File: src/shared/sbx_map.vh
// Purpose: Register map, fields, reset values and counts of the standby exit block
// Assumes: AXI4-Lite, 32-bit data, byte offsets below
// Notes:   Definitions only
`ifndef SBX_MAP_VH
`define SBX_MAP_VH

// ==========================================================================
// Register offsets
`define SBX_OFS_STBY      8'h00
`define SBX_OFS_SCK       8'h04
`define SBX_OFS_INT       8'h08
`define SBX_OFS_PORTA     8'h0c
`define SBX_OFS_MSTPA     8'h10
`define SBX_OFS_MSTPB     8'h14
`define SBX_OFS_MSTPC     8'h18
`define SBX_OFS_ICLR      8'h1c
`define SBX_OFS_STAT      8'h20

// ==========================================================================
// Fields
`define SBX_STBY_SEL_BIT  7
`define SBX_STBY_HOLD_BIT 6
`define SBX_WAIT_HI       4
`define SBX_WAIT_LO       0
`define SBX_SCK_HALT_BIT  0
`define SBX_SCK_SRC_BIT   1
`define SBX_PDIV_HI       10
`define SBX_PDIV_LO       8
`define SBX_BDIV_HI       18
`define SBX_BDIV_LO       16
`define SBX_NMI_EDGE_BIT  0
`define SBX_IRQEN_HI      30
`define SBX_IRQEN_LO      16
`define SBX_PA_DR_HI      7
`define SBX_PA_DR_LO      0
`define SBX_PA_DDR_HI     15
`define SBX_PA_DDR_LO     8
`define SBX_PA_BCLK       7
`define SBX_DMA_BIT       13

// ==========================================================================
// Reset values
`define SBX_STBY_RST      8'h0f
`define SBX_MSTPA_RST     16'hdfff
`define SBX_MSTPB_RST     16'hffff
`define SBX_MSTPC_RST     16'hff00

// ==========================================================================
// States and responses
`define SBX_ST_RUN        2'h0
`define SBX_ST_STBY       2'h1
`define SBX_ST_SETTLE     2'h2
`define SBX_ST_INIT       2'h3
`define SBX_RESP_OKAY     2'h0
`define SBX_RESP_SLVERR   2'h2

// ==========================================================================
// Settle counts in peripheral clock cycles
`define SBX_CNT_05        20'h00040
`define SBX_CNT_06        20'h00200
`define SBX_CNT_07        20'h00400
`define SBX_CNT_08        20'h00800
`define SBX_CNT_09        20'h01000
`define SBX_CNT_0A        20'h04000
`define SBX_CNT_0B        20'h08000
`define SBX_CNT_0C        20'h10000
`define SBX_CNT_0D        20'h20000
`define SBX_CNT_0E        20'h40000
`define SBX_CNT_0F        20'h80000
`define SBX_CNT_RSVD      20'h80000

`endif

File: src/hw/sbx_settle_timer.v
// Purpose: Oscillation settle wait counter
// Assumes: tick is a one-cycle peripheral clock enable
// Notes:   SETTLE_SHIFT shortens every count for simulation
`timescale 1ns/100ps
`include "sbx_map.vh"

module sbx_settle_timer #(
  parameter SETTLE_SHIFT = 0
) (
  input  wire       aclk,
  input  wire       aresetn,
  input  wire       load,
  input  wire [4:0] code,
  input  wire       tick,
  output reg        busy,
  output reg        done
);

  reg  [19:0] cnt;
  reg  [19:0] full;
  wire [19:0] scaled;

  // ==========================================================================
  // Code to count
  always @*
  begin
    case (code)
      5'h05:   full = `SBX_CNT_05;
      5'h06:   full = `SBX_CNT_06;
      5'h07:   full = `SBX_CNT_07;
      5'h08:   full = `SBX_CNT_08;
      5'h09:   full = `SBX_CNT_09;
      5'h0a:   full = `SBX_CNT_0A;
      5'h0b:   full = `SBX_CNT_0B;
      5'h0c:   full = `SBX_CNT_0C;
      5'h0d:   full = `SBX_CNT_0D;
      5'h0e:   full = `SBX_CNT_0E;
      5'h0f:   full = `SBX_CNT_0F;
      default: full = `SBX_CNT_RSVD; // Reserved codes take the longest wait
    endcase
  end

  assign scaled = full >> SETTLE_SHIFT;

  // ==========================================================================
  // Count down on peripheral ticks
  always @(posedge aclk)
  begin
    if (!aresetn)
    begin
      cnt  <= 20'h00000;
      busy <= 1'b0;
      done <= 1'b0;
    end
    else
    begin
      done <= 1'b0;
      if (load)
      begin
        cnt  <= (scaled == 20'h00000) ? 20'h00001 : scaled;
        busy <= 1'b1;
      end
      else if (busy && tick)
      begin
        cnt <= cnt - 20'h00001;
        if (cnt == 20'h00001)
        begin
          busy <= 1'b0;
          done <= 1'b1;
        end
      end
    end
  end

endmodule // sbx_settle_timer

File: src/hw/sbx_top.v
// Purpose: Deep standby exit, settle wait and bus clock pin control
// Assumes: aclk 100 MHz, synchronous active-low reset, pins synchronous to aclk
// Notes:   Registers over AXI4-Lite; module halt registers included
`timescale 1ns/100ps
`include "sbx_map.vh"

// Function
// - Init pin low in standby restarts oscillator and clocks the whole chip at once
// - Rising init pin starts CPU reset exception handling
// - Wait codes 00101 to 01000 give 64, 512, 1024, 2048 cycles; codes outside 00101 to 01111 reserved
// - Codes 01001 to 01111 give 4096 up to 524288 cycles
// - Settle wait counts peripheral clock cycles from the peripheral divider
// - Halt 0, source 0, direction out: bus clock drives the pin
// - Halt 1 stops bus clock at end of bus cycle, pin held high
// - Direction 0 makes the pin a high-impedance input in every state
// - Clock keeps running in sleep states; deep standby holds pin high when direction is out
// - Halted modules do no interrupt operations; their pending requests stay
// - Port outputs keep their levels through deep standby, except bit seven when it drives the bus clock
// - NMI edge select: 0 falling, 1 rising; standby exits on that edge
// - Sleep with deep standby select stops CPU, peripherals and oscillator
// - Enabled interrupt in standby restarts oscillator, waits, then starts handling
module sbx_top #(
  parameter SETTLE_SHIFT = 0
) (
  input  wire        aclk,
  input  wire        aresetn,
  input  wire [7:0]  s_axi_awaddr,
  input  wire        s_axi_awvalid,
  output reg         s_axi_awready,
  input  wire [31:0] s_axi_wdata,
  input  wire [3:0]  s_axi_wstrb,
  input  wire        s_axi_wvalid,
  output reg         s_axi_wready,
  output reg  [1:0]  s_axi_bresp,
  output reg         s_axi_bvalid,
  input  wire        s_axi_bready,
  input  wire [7:0]  s_axi_araddr,
  input  wire        s_axi_arvalid,
  output reg         s_axi_arready,
  output reg  [31:0] s_axi_rdata,
  output reg  [1:0]  s_axi_rresp,
  output reg         s_axi_rvalid,
  input  wire        s_axi_rready,
  input  wire        external_init_pin_n,
  input  wire        nmi_pin,
  input  wire [14:0] irq_pin_n,
  input  wire        sleep_exec,
  input  wire        dma_active,
  output reg         osc_enable,
  output reg         clock_supply,
  output reg         cpu_reset_start,
  output reg         int_exc_start,
  output reg  [7:0]  port_a_out,
  output reg  [7:0]  port_a_oe,
  output reg  [15:0] module_halt_ctrl_a,
  output reg  [15:0] module_halt_ctrl_b,
  output reg  [15:0] module_halt_ctrl_c,
  output reg  [15:0] module_int_clear
);

  reg  [7:0]  standby_control_reg;
  reg  [31:0] system_clock_ctrl_reg;
  reg  [31:0] irq_ctrl_reg;
  reg  [15:0] port_a_reg;
  reg  [1:0]  state;
  reg  [7:0]  aw_addr;
  reg  [31:0] w_data;
  reg  [3:0]  w_strb;
  reg         aw_full;
  reg         w_full;
  reg  [6:0]  pcnt;
  reg  [6:0]  bcnt;
  reg         pclk_tick;
  reg         bclk_tick;
  reg         bclk_level;
  reg         halt_eff;
  reg         nmi_prev;
  reg         settle_load;
  reg  [31:0] rd_mux;
  reg         rd_hit;
  reg         wr_hit;
  wire        settle_busy;
  wire        settle_done;
  wire [6:0]  pmask;
  wire [6:0]  bmask;
  wire        nmi_edge;
  wire        wake;
  wire        do_write;
  wire        in_standby;
  wire [31:0] wmask;

  // ==========================================================================
  // Peripheral and bus clock dividers
  assign pmask = 7'h7f >> (3'h7 - system_clock_ctrl_reg[`SBX_PDIV_HI:`SBX_PDIV_LO]);
  assign bmask = 7'h7f >> (3'h7 - system_clock_ctrl_reg[`SBX_BDIV_HI:`SBX_BDIV_LO]);

  always @(posedge aclk)
  begin
    if (!aresetn)
    begin
      pcnt       <= 7'h00;
      bcnt       <= 7'h00;
      pclk_tick  <= 1'b0;
      bclk_tick  <= 1'b0;
      bclk_level <= 1'b1;
      halt_eff   <= 1'b0;
    end
    else
    begin
      pcnt      <= pcnt + 7'h01;
      bcnt      <= bcnt + 7'h01;
      pclk_tick <= ((pcnt & pmask) == pmask);
      bclk_tick <= ((bcnt & bmask) == bmask);
      if (bclk_tick)
        bclk_level <= ~bclk_level;
      // Halt changes only where a bus clock period ends
      if (bclk_tick && bclk_level)
        halt_eff <= system_clock_ctrl_reg[`SBX_SCK_HALT_BIT];
    end
  end

  // ==========================================================================
  // Wake sources
  assign nmi_edge = irq_ctrl_reg[`SBX_NMI_EDGE_BIT] ? (nmi_pin && !nmi_prev)
                                                    : (!nmi_pin && nmi_prev);
  assign wake     = nmi_edge || (|(~irq_pin_n & irq_ctrl_reg[`SBX_IRQEN_HI:`SBX_IRQEN_LO]));
  assign in_standby = (state == `SBX_ST_STBY) || (state == `SBX_ST_SETTLE);

  // ==========================================================================
  // Standby sequencer
  always @(posedge aclk)
  begin
    if (!aresetn)
    begin
      state           <= `SBX_ST_RUN;
      osc_enable      <= 1'b1;
      clock_supply    <= 1'b1;
      cpu_reset_start <= 1'b0;
      int_exc_start   <= 1'b0;
      settle_load     <= 1'b0;
      nmi_prev        <= 1'b0;
    end
    else
    begin
      nmi_prev        <= nmi_pin;
      cpu_reset_start <= 1'b0;
      int_exc_start   <= 1'b0;
      settle_load     <= 1'b0;
      if (!external_init_pin_n)
      begin
        state        <= `SBX_ST_INIT;
        osc_enable   <= 1'b1;
        clock_supply <= 1'b1;
      end
      else
      begin
        case (state)
          `SBX_ST_INIT:
          begin
            state           <= `SBX_ST_RUN;
            cpu_reset_start <= 1'b1;
          end
          `SBX_ST_RUN:
          begin
            if (sleep_exec && standby_control_reg[`SBX_STBY_SEL_BIT])
            begin
              state        <= `SBX_ST_STBY;
              osc_enable   <= 1'b0;
              clock_supply <= 1'b0;
            end
          end
          `SBX_ST_STBY:
          begin
            if (wake)
            begin
              state       <= `SBX_ST_SETTLE;
              osc_enable  <= 1'b1;
              settle_load <= 1'b1;
            end
          end
          `SBX_ST_SETTLE:
          begin
            if (settle_done)
            begin
              state         <= `SBX_ST_RUN;
              clock_supply  <= 1'b1;
              int_exc_start <= 1'b1;
            end
          end
          default:
            state <= `SBX_ST_RUN;
        endcase
      end
    end
  end

  sbx_settle_timer #(
    .SETTLE_SHIFT (SETTLE_SHIFT)
  ) u_settle (
    .aclk    (aclk),
    .aresetn (aresetn),
    .load    (settle_load),
    .code    (standby_control_reg[`SBX_WAIT_HI:`SBX_WAIT_LO]),
    .tick    (pclk_tick),
    .busy    (settle_busy),
    .done    (settle_done)
  );

  // ==========================================================================
  // Port A pins, bit seven carries the bus clock
  always @(posedge aclk)
  begin
    if (!aresetn)
    begin
      port_a_out <= 8'h00;
      port_a_oe  <= 8'h00;
    end
    else
    begin
      // Bits 6 to 0 and all directions only follow register values, so they hold through standby
      port_a_out[6:0] <= port_a_reg[6:0];
      port_a_oe       <= port_a_reg[`SBX_PA_DDR_HI:`SBX_PA_DDR_LO];
      if (!port_a_reg[`SBX_PA_DDR_LO + `SBX_PA_BCLK])
        port_a_out[7] <= port_a_reg[`SBX_PA_BCLK];
      else if (halt_eff || in_standby)
        port_a_out[7] <= 1'b1;
      else if (!system_clock_ctrl_reg[`SBX_SCK_SRC_BIT])
        port_a_out[7] <= bclk_level;
      else
        port_a_out[7] <= 1'b1;
    end
  end

  // ==========================================================================
  // AXI4-Lite write channel
  assign do_write = aw_full && w_full && !s_axi_bvalid;
  assign wmask    = {{8{w_strb[3]}}, {8{w_strb[2]}}, {8{w_strb[1]}}, {8{w_strb[0]}}};

  always @*
  begin
    case ({aw_addr[7:2], 2'b00})
      `SBX_OFS_STBY, `SBX_OFS_SCK, `SBX_OFS_INT, `SBX_OFS_PORTA,
      `SBX_OFS_MSTPA, `SBX_OFS_MSTPB, `SBX_OFS_MSTPC, `SBX_OFS_ICLR:
        wr_hit = 1'b1;
      default:
        wr_hit = 1'b0;
    endcase
  end

  always @(posedge aclk)
  begin
    if (!aresetn)
    begin
      s_axi_awready         <= 1'b1;
      s_axi_wready          <= 1'b1;
      s_axi_bvalid          <= 1'b0;
      s_axi_bresp           <= `SBX_RESP_OKAY;
      aw_full               <= 1'b0;
      w_full                <= 1'b0;
      aw_addr               <= 8'h00;
      w_data                <= 32'h00000000;
      w_strb                <= 4'h0;
      standby_control_reg   <= `SBX_STBY_RST;
      system_clock_ctrl_reg <= 32'h00000000;
      irq_ctrl_reg          <= 32'h00000000;
      port_a_reg            <= 16'h0000;
      module_halt_ctrl_a    <= `SBX_MSTPA_RST;
      module_halt_ctrl_b    <= `SBX_MSTPB_RST;
      module_halt_ctrl_c    <= `SBX_MSTPC_RST;
      module_int_clear      <= 16'h0000;
    end
    else
    begin
      module_int_clear <= 16'h0000;
      if (s_axi_awvalid && s_axi_awready)
      begin
        aw_addr       <= s_axi_awaddr;
        aw_full       <= 1'b1;
        s_axi_awready <= 1'b0;
      end
      if (s_axi_wvalid && s_axi_wready)
      begin
        w_data       <= s_axi_wdata;
        w_strb       <= s_axi_wstrb;
        w_full       <= 1'b1;
        s_axi_wready <= 1'b0;
      end
      if (do_write)
      begin
        s_axi_bvalid <= 1'b1;
        s_axi_bresp  <= wr_hit ? `SBX_RESP_OKAY : `SBX_RESP_SLVERR;
        case ({aw_addr[7:2], 2'b00})
          `SBX_OFS_STBY:
            standby_control_reg <= (standby_control_reg & ~wmask[7:0]) | (w_data[7:0] & wmask[7:0]);
          `SBX_OFS_SCK:
            system_clock_ctrl_reg <= (system_clock_ctrl_reg & ~wmask) | (w_data & wmask);
          `SBX_OFS_INT:
            irq_ctrl_reg <= (irq_ctrl_reg & ~wmask) | (w_data & wmask);
          `SBX_OFS_PORTA:
            port_a_reg <= (port_a_reg & ~wmask[15:0]) | (w_data[15:0] & wmask[15:0]);
          `SBX_OFS_MSTPA:
          begin
            module_halt_ctrl_a <= (module_halt_ctrl_a & ~wmask[15:0]) | (w_data[15:0] & wmask[15:0]);
            // A busy DMA controller refuses to be halted
            if (dma_active && w_strb[1] && w_data[`SBX_DMA_BIT] && !module_halt_ctrl_a[`SBX_DMA_BIT])
              module_halt_ctrl_a[`SBX_DMA_BIT] <= 1'b0;
          end
          `SBX_OFS_MSTPB:
            module_halt_ctrl_b <= (module_halt_ctrl_b & ~wmask[15:0]) | (w_data[15:0] & wmask[15:0]);
          `SBX_OFS_MSTPC:
            module_halt_ctrl_c <= (module_halt_ctrl_c & ~wmask[15:0]) | (w_data[15:0] & wmask[15:0]);
          `SBX_OFS_ICLR:
            module_int_clear <= w_data[15:0] & wmask[15:0] & ~module_halt_ctrl_a;
          default:
            s_axi_bresp <= `SBX_RESP_SLVERR;
        endcase
      end
      if (s_axi_bvalid && s_axi_bready)
      begin
        s_axi_bvalid  <= 1'b0;
        aw_full       <= 1'b0;
        w_full        <= 1'b0;
        s_axi_awready <= 1'b1;
        s_axi_wready  <= 1'b1;
      end
    end
  end

  // ==========================================================================
  // AXI4-Lite read channel
  always @*
  begin
    rd_hit = 1'b1;
    case ({s_axi_araddr[7:2], 2'b00})
      `SBX_OFS_STBY:  rd_mux = {24'h000000, standby_control_reg};
      `SBX_OFS_SCK:   rd_mux = system_clock_ctrl_reg;
      `SBX_OFS_INT:   rd_mux = irq_ctrl_reg;
      `SBX_OFS_PORTA: rd_mux = {16'h0000, port_a_reg};
      `SBX_OFS_MSTPA: rd_mux = {16'h0000, module_halt_ctrl_a};
      `SBX_OFS_MSTPB: rd_mux = {16'h0000, module_halt_ctrl_b};
      `SBX_OFS_MSTPC: rd_mux = {16'h0000, module_halt_ctrl_c};
      `SBX_OFS_ICLR:  rd_mux = 32'h00000000;
      `SBX_OFS_STAT:  rd_mux = {26'h0000000, port_a_out[7], bclk_level, halt_eff, settle_busy, state};
      default:
      begin
        rd_mux = 32'h00000000;
        rd_hit = 1'b0;
      end
    endcase
  end

  always @(posedge aclk)
  begin
    if (!aresetn)
    begin
      s_axi_arready <= 1'b1;
      s_axi_rvalid  <= 1'b0;
      s_axi_rdata   <= 32'h00000000;
      s_axi_rresp   <= `SBX_RESP_OKAY;
    end
    else
    begin
      if (s_axi_arvalid && s_axi_arready)
      begin
        s_axi_arready <= 1'b0;
        s_axi_rvalid  <= 1'b1;
        s_axi_rdata   <= rd_mux;
        s_axi_rresp   <= rd_hit ? `SBX_RESP_OKAY : `SBX_RESP_SLVERR;
      end
      else if (s_axi_rvalid && s_axi_rready)
      begin
        s_axi_rvalid  <= 1'b0;
        s_axi_arready <= 1'b1;
      end
    end
  end

endmodule // sbx_top

File: config.mk
export PLATFORM = sky130hd
export DESIGN_NAME = sbx_top
export DESIGN_NICKNAME = d
export VERILOG_FILES = /design/src/hw/sbx_settle_timer.v /design/src/hw/sbx_top.v
export VERILOG_INCLUDE_DIRS = /design/src /design/src/shared
export SDC_FILE = /design/constraint.sdc
export NUM_CORES = 1
export LEC_CHECK = 0
export BUFFER_PORTS_ARGS = -buffer_cell sky130_fd_sc_hd__buf_2
export CELL_PAD_IN_SITES_DETAIL_PLACEMENT = 1
export CELL_PAD_IN_SITES_GLOBAL_PLACEMENT = 1
export CORE_ASPECT_RATIO = 0.7
export CORE_MARGIN = 1.5
export CORE_UTILIZATION = 37
export DETAILED_ROUTE_END_ITERATION = 10
export GPL_TIMING_DRIVEN = 1
export MAX_ROUTING_LAYER = met4
export PLACE_DENSITY_LB_ADDON = 0.1
export SYNTH_ARGS = -nofsm -noshare
export SYNTH_HDL_FRONTEND = slang
export SYNTH_SLANG_ARGS = --single-unit
File: constraint.sdc
create_clock -name aclk -period 4.47 [get_ports aclk]
set_clock_uncertainty 0.1 [all_clocks]
set_input_delay 0.447 -clock aclk [delete_from_list [all_inputs] [get_ports aclk]]
set_output_delay 0.447 -clock aclk [all_outputs]
set_load 0.005 [all_outputs]
**Word-level counts from Yosys, hierarchy flattened**

Memory sizes are Yosys's and may differ from the RTL's. A register that Yosys moved wholly into a read port is not among the register bits.
Index checks and enable logic that the tools add are counted.

- Register bits after elaboration: 303
- ROM bits: 208
- Input port bits: 78
- Word-level logic and storage cells: 196
- Memories: 2

Memory list:

| name | words | width | read ports | clocked after memory_dff | wr ports | line | RTL |
|---|---|---|---|---|---|---|---|
| (name not given) | 16 | 11 | 1 | 1 | 0 | sbx_settle_timer.v:27 | `case (code)` |
| (name not given) | 32 | 1 | 1 | 1 | 0 | sbx_top.v:241 | `case ({aw_addr[7:2], 2'b00})` |

- $add $sub $neg: 5
- Equality and inequality tests: 27
- Shift-type cells: 2
- Multiplexer cells: 40
- Bitwise operators: 29
- Reduce and logical (&&, ||, !) cells: 52

Operators with widths:

| kind | number |
|---|---|
| one-hot mux 32 bit (8 select lines) | 1 |
| AND 16 bit | 6 |
| AND 32 bit | 3 |
| two-way mux 20 bit | 4 |
| bitwise OR 16 bit | 4 |
| bitwise OR 32 bit | 2 |
| == test 6 x 3 -> 1 bit, second input constant | 8 |
| inverter 16 bit | 2 |
| inverter 32 bit | 1 |
| == test 6 x 2 -> 1 bit, second input constant | 4 |
| two-way mux 1 bit | 21 |
| == test 20 x 1 -> 1 bit, second input constant | 1 |
| logical NOT 20 bit | 1 |
| subtractor 20 x 1 -> 20 bit, second input constant | 1 |
| AND reduction 2 bit | 9 |
| AND reduction 3 bit | 6 |
| AND 8 bit | 2 |
| AND 15 bit | 1 |
| logical AND 1 bit | 15 |
| inverter 15 bit | 1 |
| OR reduction 15 bit | 1 |
| adder 7 x 1 -> 7 bit, second input constant | 2 |
| AND 7 bit | 2 |
| == test 7 bit | 2 |
| other kinds (28) | 55 |

**Longest topological paths before layout**

- Depth in word-level cells: 7
- Gate-level depth with buffers: 8
- Gate-level depth less buffers: 7

**Modules after synthesis**

Synthesis repeated with hierarchy kept, for this count alone.

- Cell total of the unflattened synthesis: 1380
- Area total of the unflattened synthesis: 12368.1 um^2

Modules (own cells, without submodules):

| module | instances | cells each | area each (um^2) | seq. area each (um^2) |
|---|---|---|---|---|
| sbx_top | 1 | 1211 | 11009.3 | 5545.3 |
| sbx_settle_timer | 1 | 169 | 1358.8 | 440.4 |

**Least setup slack after synthesis**

No wires, ideal clock.

- Kind: input -> register
- From: input port s_axi_araddr[5]
- To: register s_axi_rdata[12]
- Arrival: 1901 ps
- Data required time: 4312 ps
- Path slack: 2411 ps
- Stages: 7
- Buffers on the path: 2
- Cells stage by stage: or4_1 -> clkbuf_1 -> nor2_2 -> buf_2 -> a22oi_1 -> a31oi_1 -> a21o_1

- Cells in the longest elaborated chain, start to end: 2
- Elaborated cells on any way between the ends: 9
- Those cells by class: eq/ne: 7; mux: 1; reduce/logical: 1

RTL lines:

| what | line | RTL |
|---|---|---|
| start, declared | sbx_top.v:37 | `input wire [7:0] s_axi_araddr,` |
| == test 6 x 4 -> 1 bit (tied with other cells) | sbx_top.v:334 | `case ({s_axi_araddr[7:2], 2'b00})` |
| one-hot mux 32 bit (8 select lines) (*) | sbx_top.v:334 |  |
| end signal, assigned | sbx_top.v:367 | `s_axi_rdata <= rd_mux;` |
| end, declared | sbx_top.v:40 | `output reg [31:0] s_axi_rdata,` |

Mark *: on every way between the ends. The rest lies on a longest branch, timed or not.
A chain may end at the register's enable or synchronous reset.

==> flow_metrics.tcl <==
set metrics [dict create \
    antenna_found_initial 0 \
    place_congestion 0.832 \
    synthCells 1463 \
    cts_inserted_buffers 34 \
    cts-root-buf "clkbuf_16" \
    netlist_area_sq_um 12300 \
    ys_seq_area_frac 0.505 \
    synth_commonest_cells "310 x dfxtp_1, 261 x nand2_1, 140 x a21oi_1" \
    yosysMostFrequentCell "dfxtp_1" \
    ir_drop_v 0.000232 \
    cts_resized 0 \
    drive_above_1_share 0.178 \
    clk_pin_slew_ps 60 \
    synth.distinct_cells 60 \
    finalWirelength_um 41000 \
    rows 55 \
    pwr-share-comb 0.051 \
    finalHoldViolations 0 \
    ios 203 \
    cts_hold_buf 0 \
    ant_nets 0 \
    p_leak_nw 5.73 \
    clockPowerShare 0.484 \
    clockBufferDepth 3 \
    outcome "complete, but fails checks" \
    hold_depth 2 \
    worst-path-buf-inv 0 \
    die_w_um 221 \
    cts_sinks 310 \
    clock_latency_ps 520 \
    crit_chain "nand2b_1 -> nor3_4 -> nand2_1 -> nand2_1 -> a21oi_1" \
    p_int_mw 4.78 \
    grt_max_degree 117 \
    cts.htree.levels 2 \
    setup_violations 0 \
    critical_path_arrival_ps 3230 \
    grt_pass1_vias 10900 \
    wl_per_cell_um 19.9 \
    place_area_sq_um 13600 \
    slew_viol_final 0 \
    drc 5 \
    rsz0062_at_grt "false" \
    setup_tns_ps 0 \
    netlist.area_leader.share 0.505 \
    min_path_type "in2reg" \
    synth_edf_count 0 \
    synth_area_leaders "dfxtp_1 51%, nand2_1 8.0%, a21oi_1 5.7%, nand3_1 4.9%, a22oi_1 2.8%" \
    track_usage 0.243 \
    reg2reg_depth 5 \
    cts_setup_buffers 0 \
    final.min_clock_period_ps 2960 \
    syn2layout_area_growth_pct 20.1 \
    dr.pass1.iters 7 \
    synthArstFlopShare 0 \
    cp-start-kind "register" \
    io_buffers 196 \
    path_class "reg2reg" \
    vias 11100 \
    cp.required_ps 4740 \
    yosys_warnings 0 \
    min_period_over_period 0.663 \
    finalInstanceArea_sq_um 14800 \
    overflow 0 \
    p_switching_mw 1.45 \
    ff2ff_setup_slack_ps 1510 \
    ys_ff_latch 310 \
    antenna_cells 0 \
    place.detailed.hpwl_um 28700 \
    slowest_stage "nor3_4" \
    nets 1696 \
    slew_headroom 0.311 \
    yosys_most_used_dff "dfxtp_1" \
    grt_pass1_wl_um 62900 \
    seqPwrFrac 0.465 \
    critPathCaptureType "register" \
    postSynthAreaPerCell_sq_um 8.39 \
    yosysTopAreaCell "dfxtp_1" \
    die-area_sq_um 34300 \
    path_max_fanout 19 \
    tightest_slew_ps 1030 \
    viasPerCell 5.41 \
    die_y_um 155 \
    path_depth 5 \
    start_util 0.378 \
    cts_tree "built" \
    critPathTopFamily "simple AND/OR/NAND/NOR gates" \
    sw_frac_of_total 0.233 \
    coreArea_sq_um 32500 \
    crit_top_cell "nand2_1" \
    fmax_ghz 0.338 \
    drtIter0Drc 781 \
    violations "design-rule violations" \
    drv_cap 0 \
    max_stage_delay_ps 780 \
    p_per_area_nw_per_um2 422 \
]
[metrics by stage]
stage	util	hold slack, ps	total power [mW]	cells	setup slack [ps]
3_5_place_dp	0.418	338	3.28	2001	1500
4_1_cts	0.454	25.2	6.29	2059	1510
6_report	0.454	40.7	6.23	2059	1510
5_1_grt	0.454	58.3	6.44	2059	1290
3_3_place_gp	0.418	327	3.27	2001	1590
2_1_floorplan	-	307	3.12	1464	2410
[power by group through the flow]
stage / Clock [mW] / Combinational (mW) / Sequential (mW)
after CTS: 3.07 / 0.321 / 2.90
final: 3.01 / 0.318 / 2.90
after global placement: 0 / 0.313 / 2.95
after floorplan: 0 / 0.211 / 2.91
after detailed placement: 0 / 0.321 / 2.96
after global routing: 3.18 / 0.355 / 2.90
[metal layers]
layer  share of wire  vias to the layer above  track usage  routed length [um]
li1                -                     5398            -                   -
met1            0.50                     5439        0.349               20400
met2            0.44                      256        0.357               18100
met3           0.047                       46       0.0364                1920
met4           0.015                        0       0.0547                 624
met5               0                        -            -                   0
[cell families after synthesis]
| group | count (synthesis) | synth area share |
|---|---|---|
| AOI/OAI and AO/OA | 331 | 0.164 |
| xor gates and xnor gates | 26 | 0.0185 |
| adders and majority gates | 8 | 0.00815 |
| buffers and inverters | 139 | 0.0453 |
| DFF | 310 | 0.505 |
| muxes | 18 | 0.0147 |
| other | 1 | 0.000305 |
| and+or+nand+nor | 630 | 0.244 |
[worst reg2reg max path, cell delays in order (launching register included)]
cell and delay, ps:
dfxtp_1 610, nand2b_1 640, nor3_4 780, nand2_1 430
nand2_1 170, a21oi_1 80
[final timing paths]
check,startpoint,to
worst max-delay path,aw_addr[2],register
worst min-delay path,s_axi_wvalid,s_axi_wready
worst max register to register,aw_addr[2],register
worst min register to register,s_axi_rdata[5],s_axi_rdata[5]
[cell usage in the layout (no fill, tap or decap), drive strengths merged, types with 25 or more instances in the layout]
master  instances
clkbuf         46
nor3           33
inv            29
nand2         261
nor3b          25
dfxtp         310
a22oi          45
buf           220
a21oi         140
nand3         121
nor2           86
o21ai          62
[final cells by class]
cell class | count | area, sq um
Tap cell | 427 | 534
Clock inverter | 12 | 191
Multi-Input combinational cell | 1015 | 5540
Timing Repair Buffer | 220 | 1170
Sequential cell | 310 | 6210
Inverter | 29 | 111
Clock buffer | 46 | 997
Fill cell | 3886 | 17700
Power figures use the tool's default switching activity.
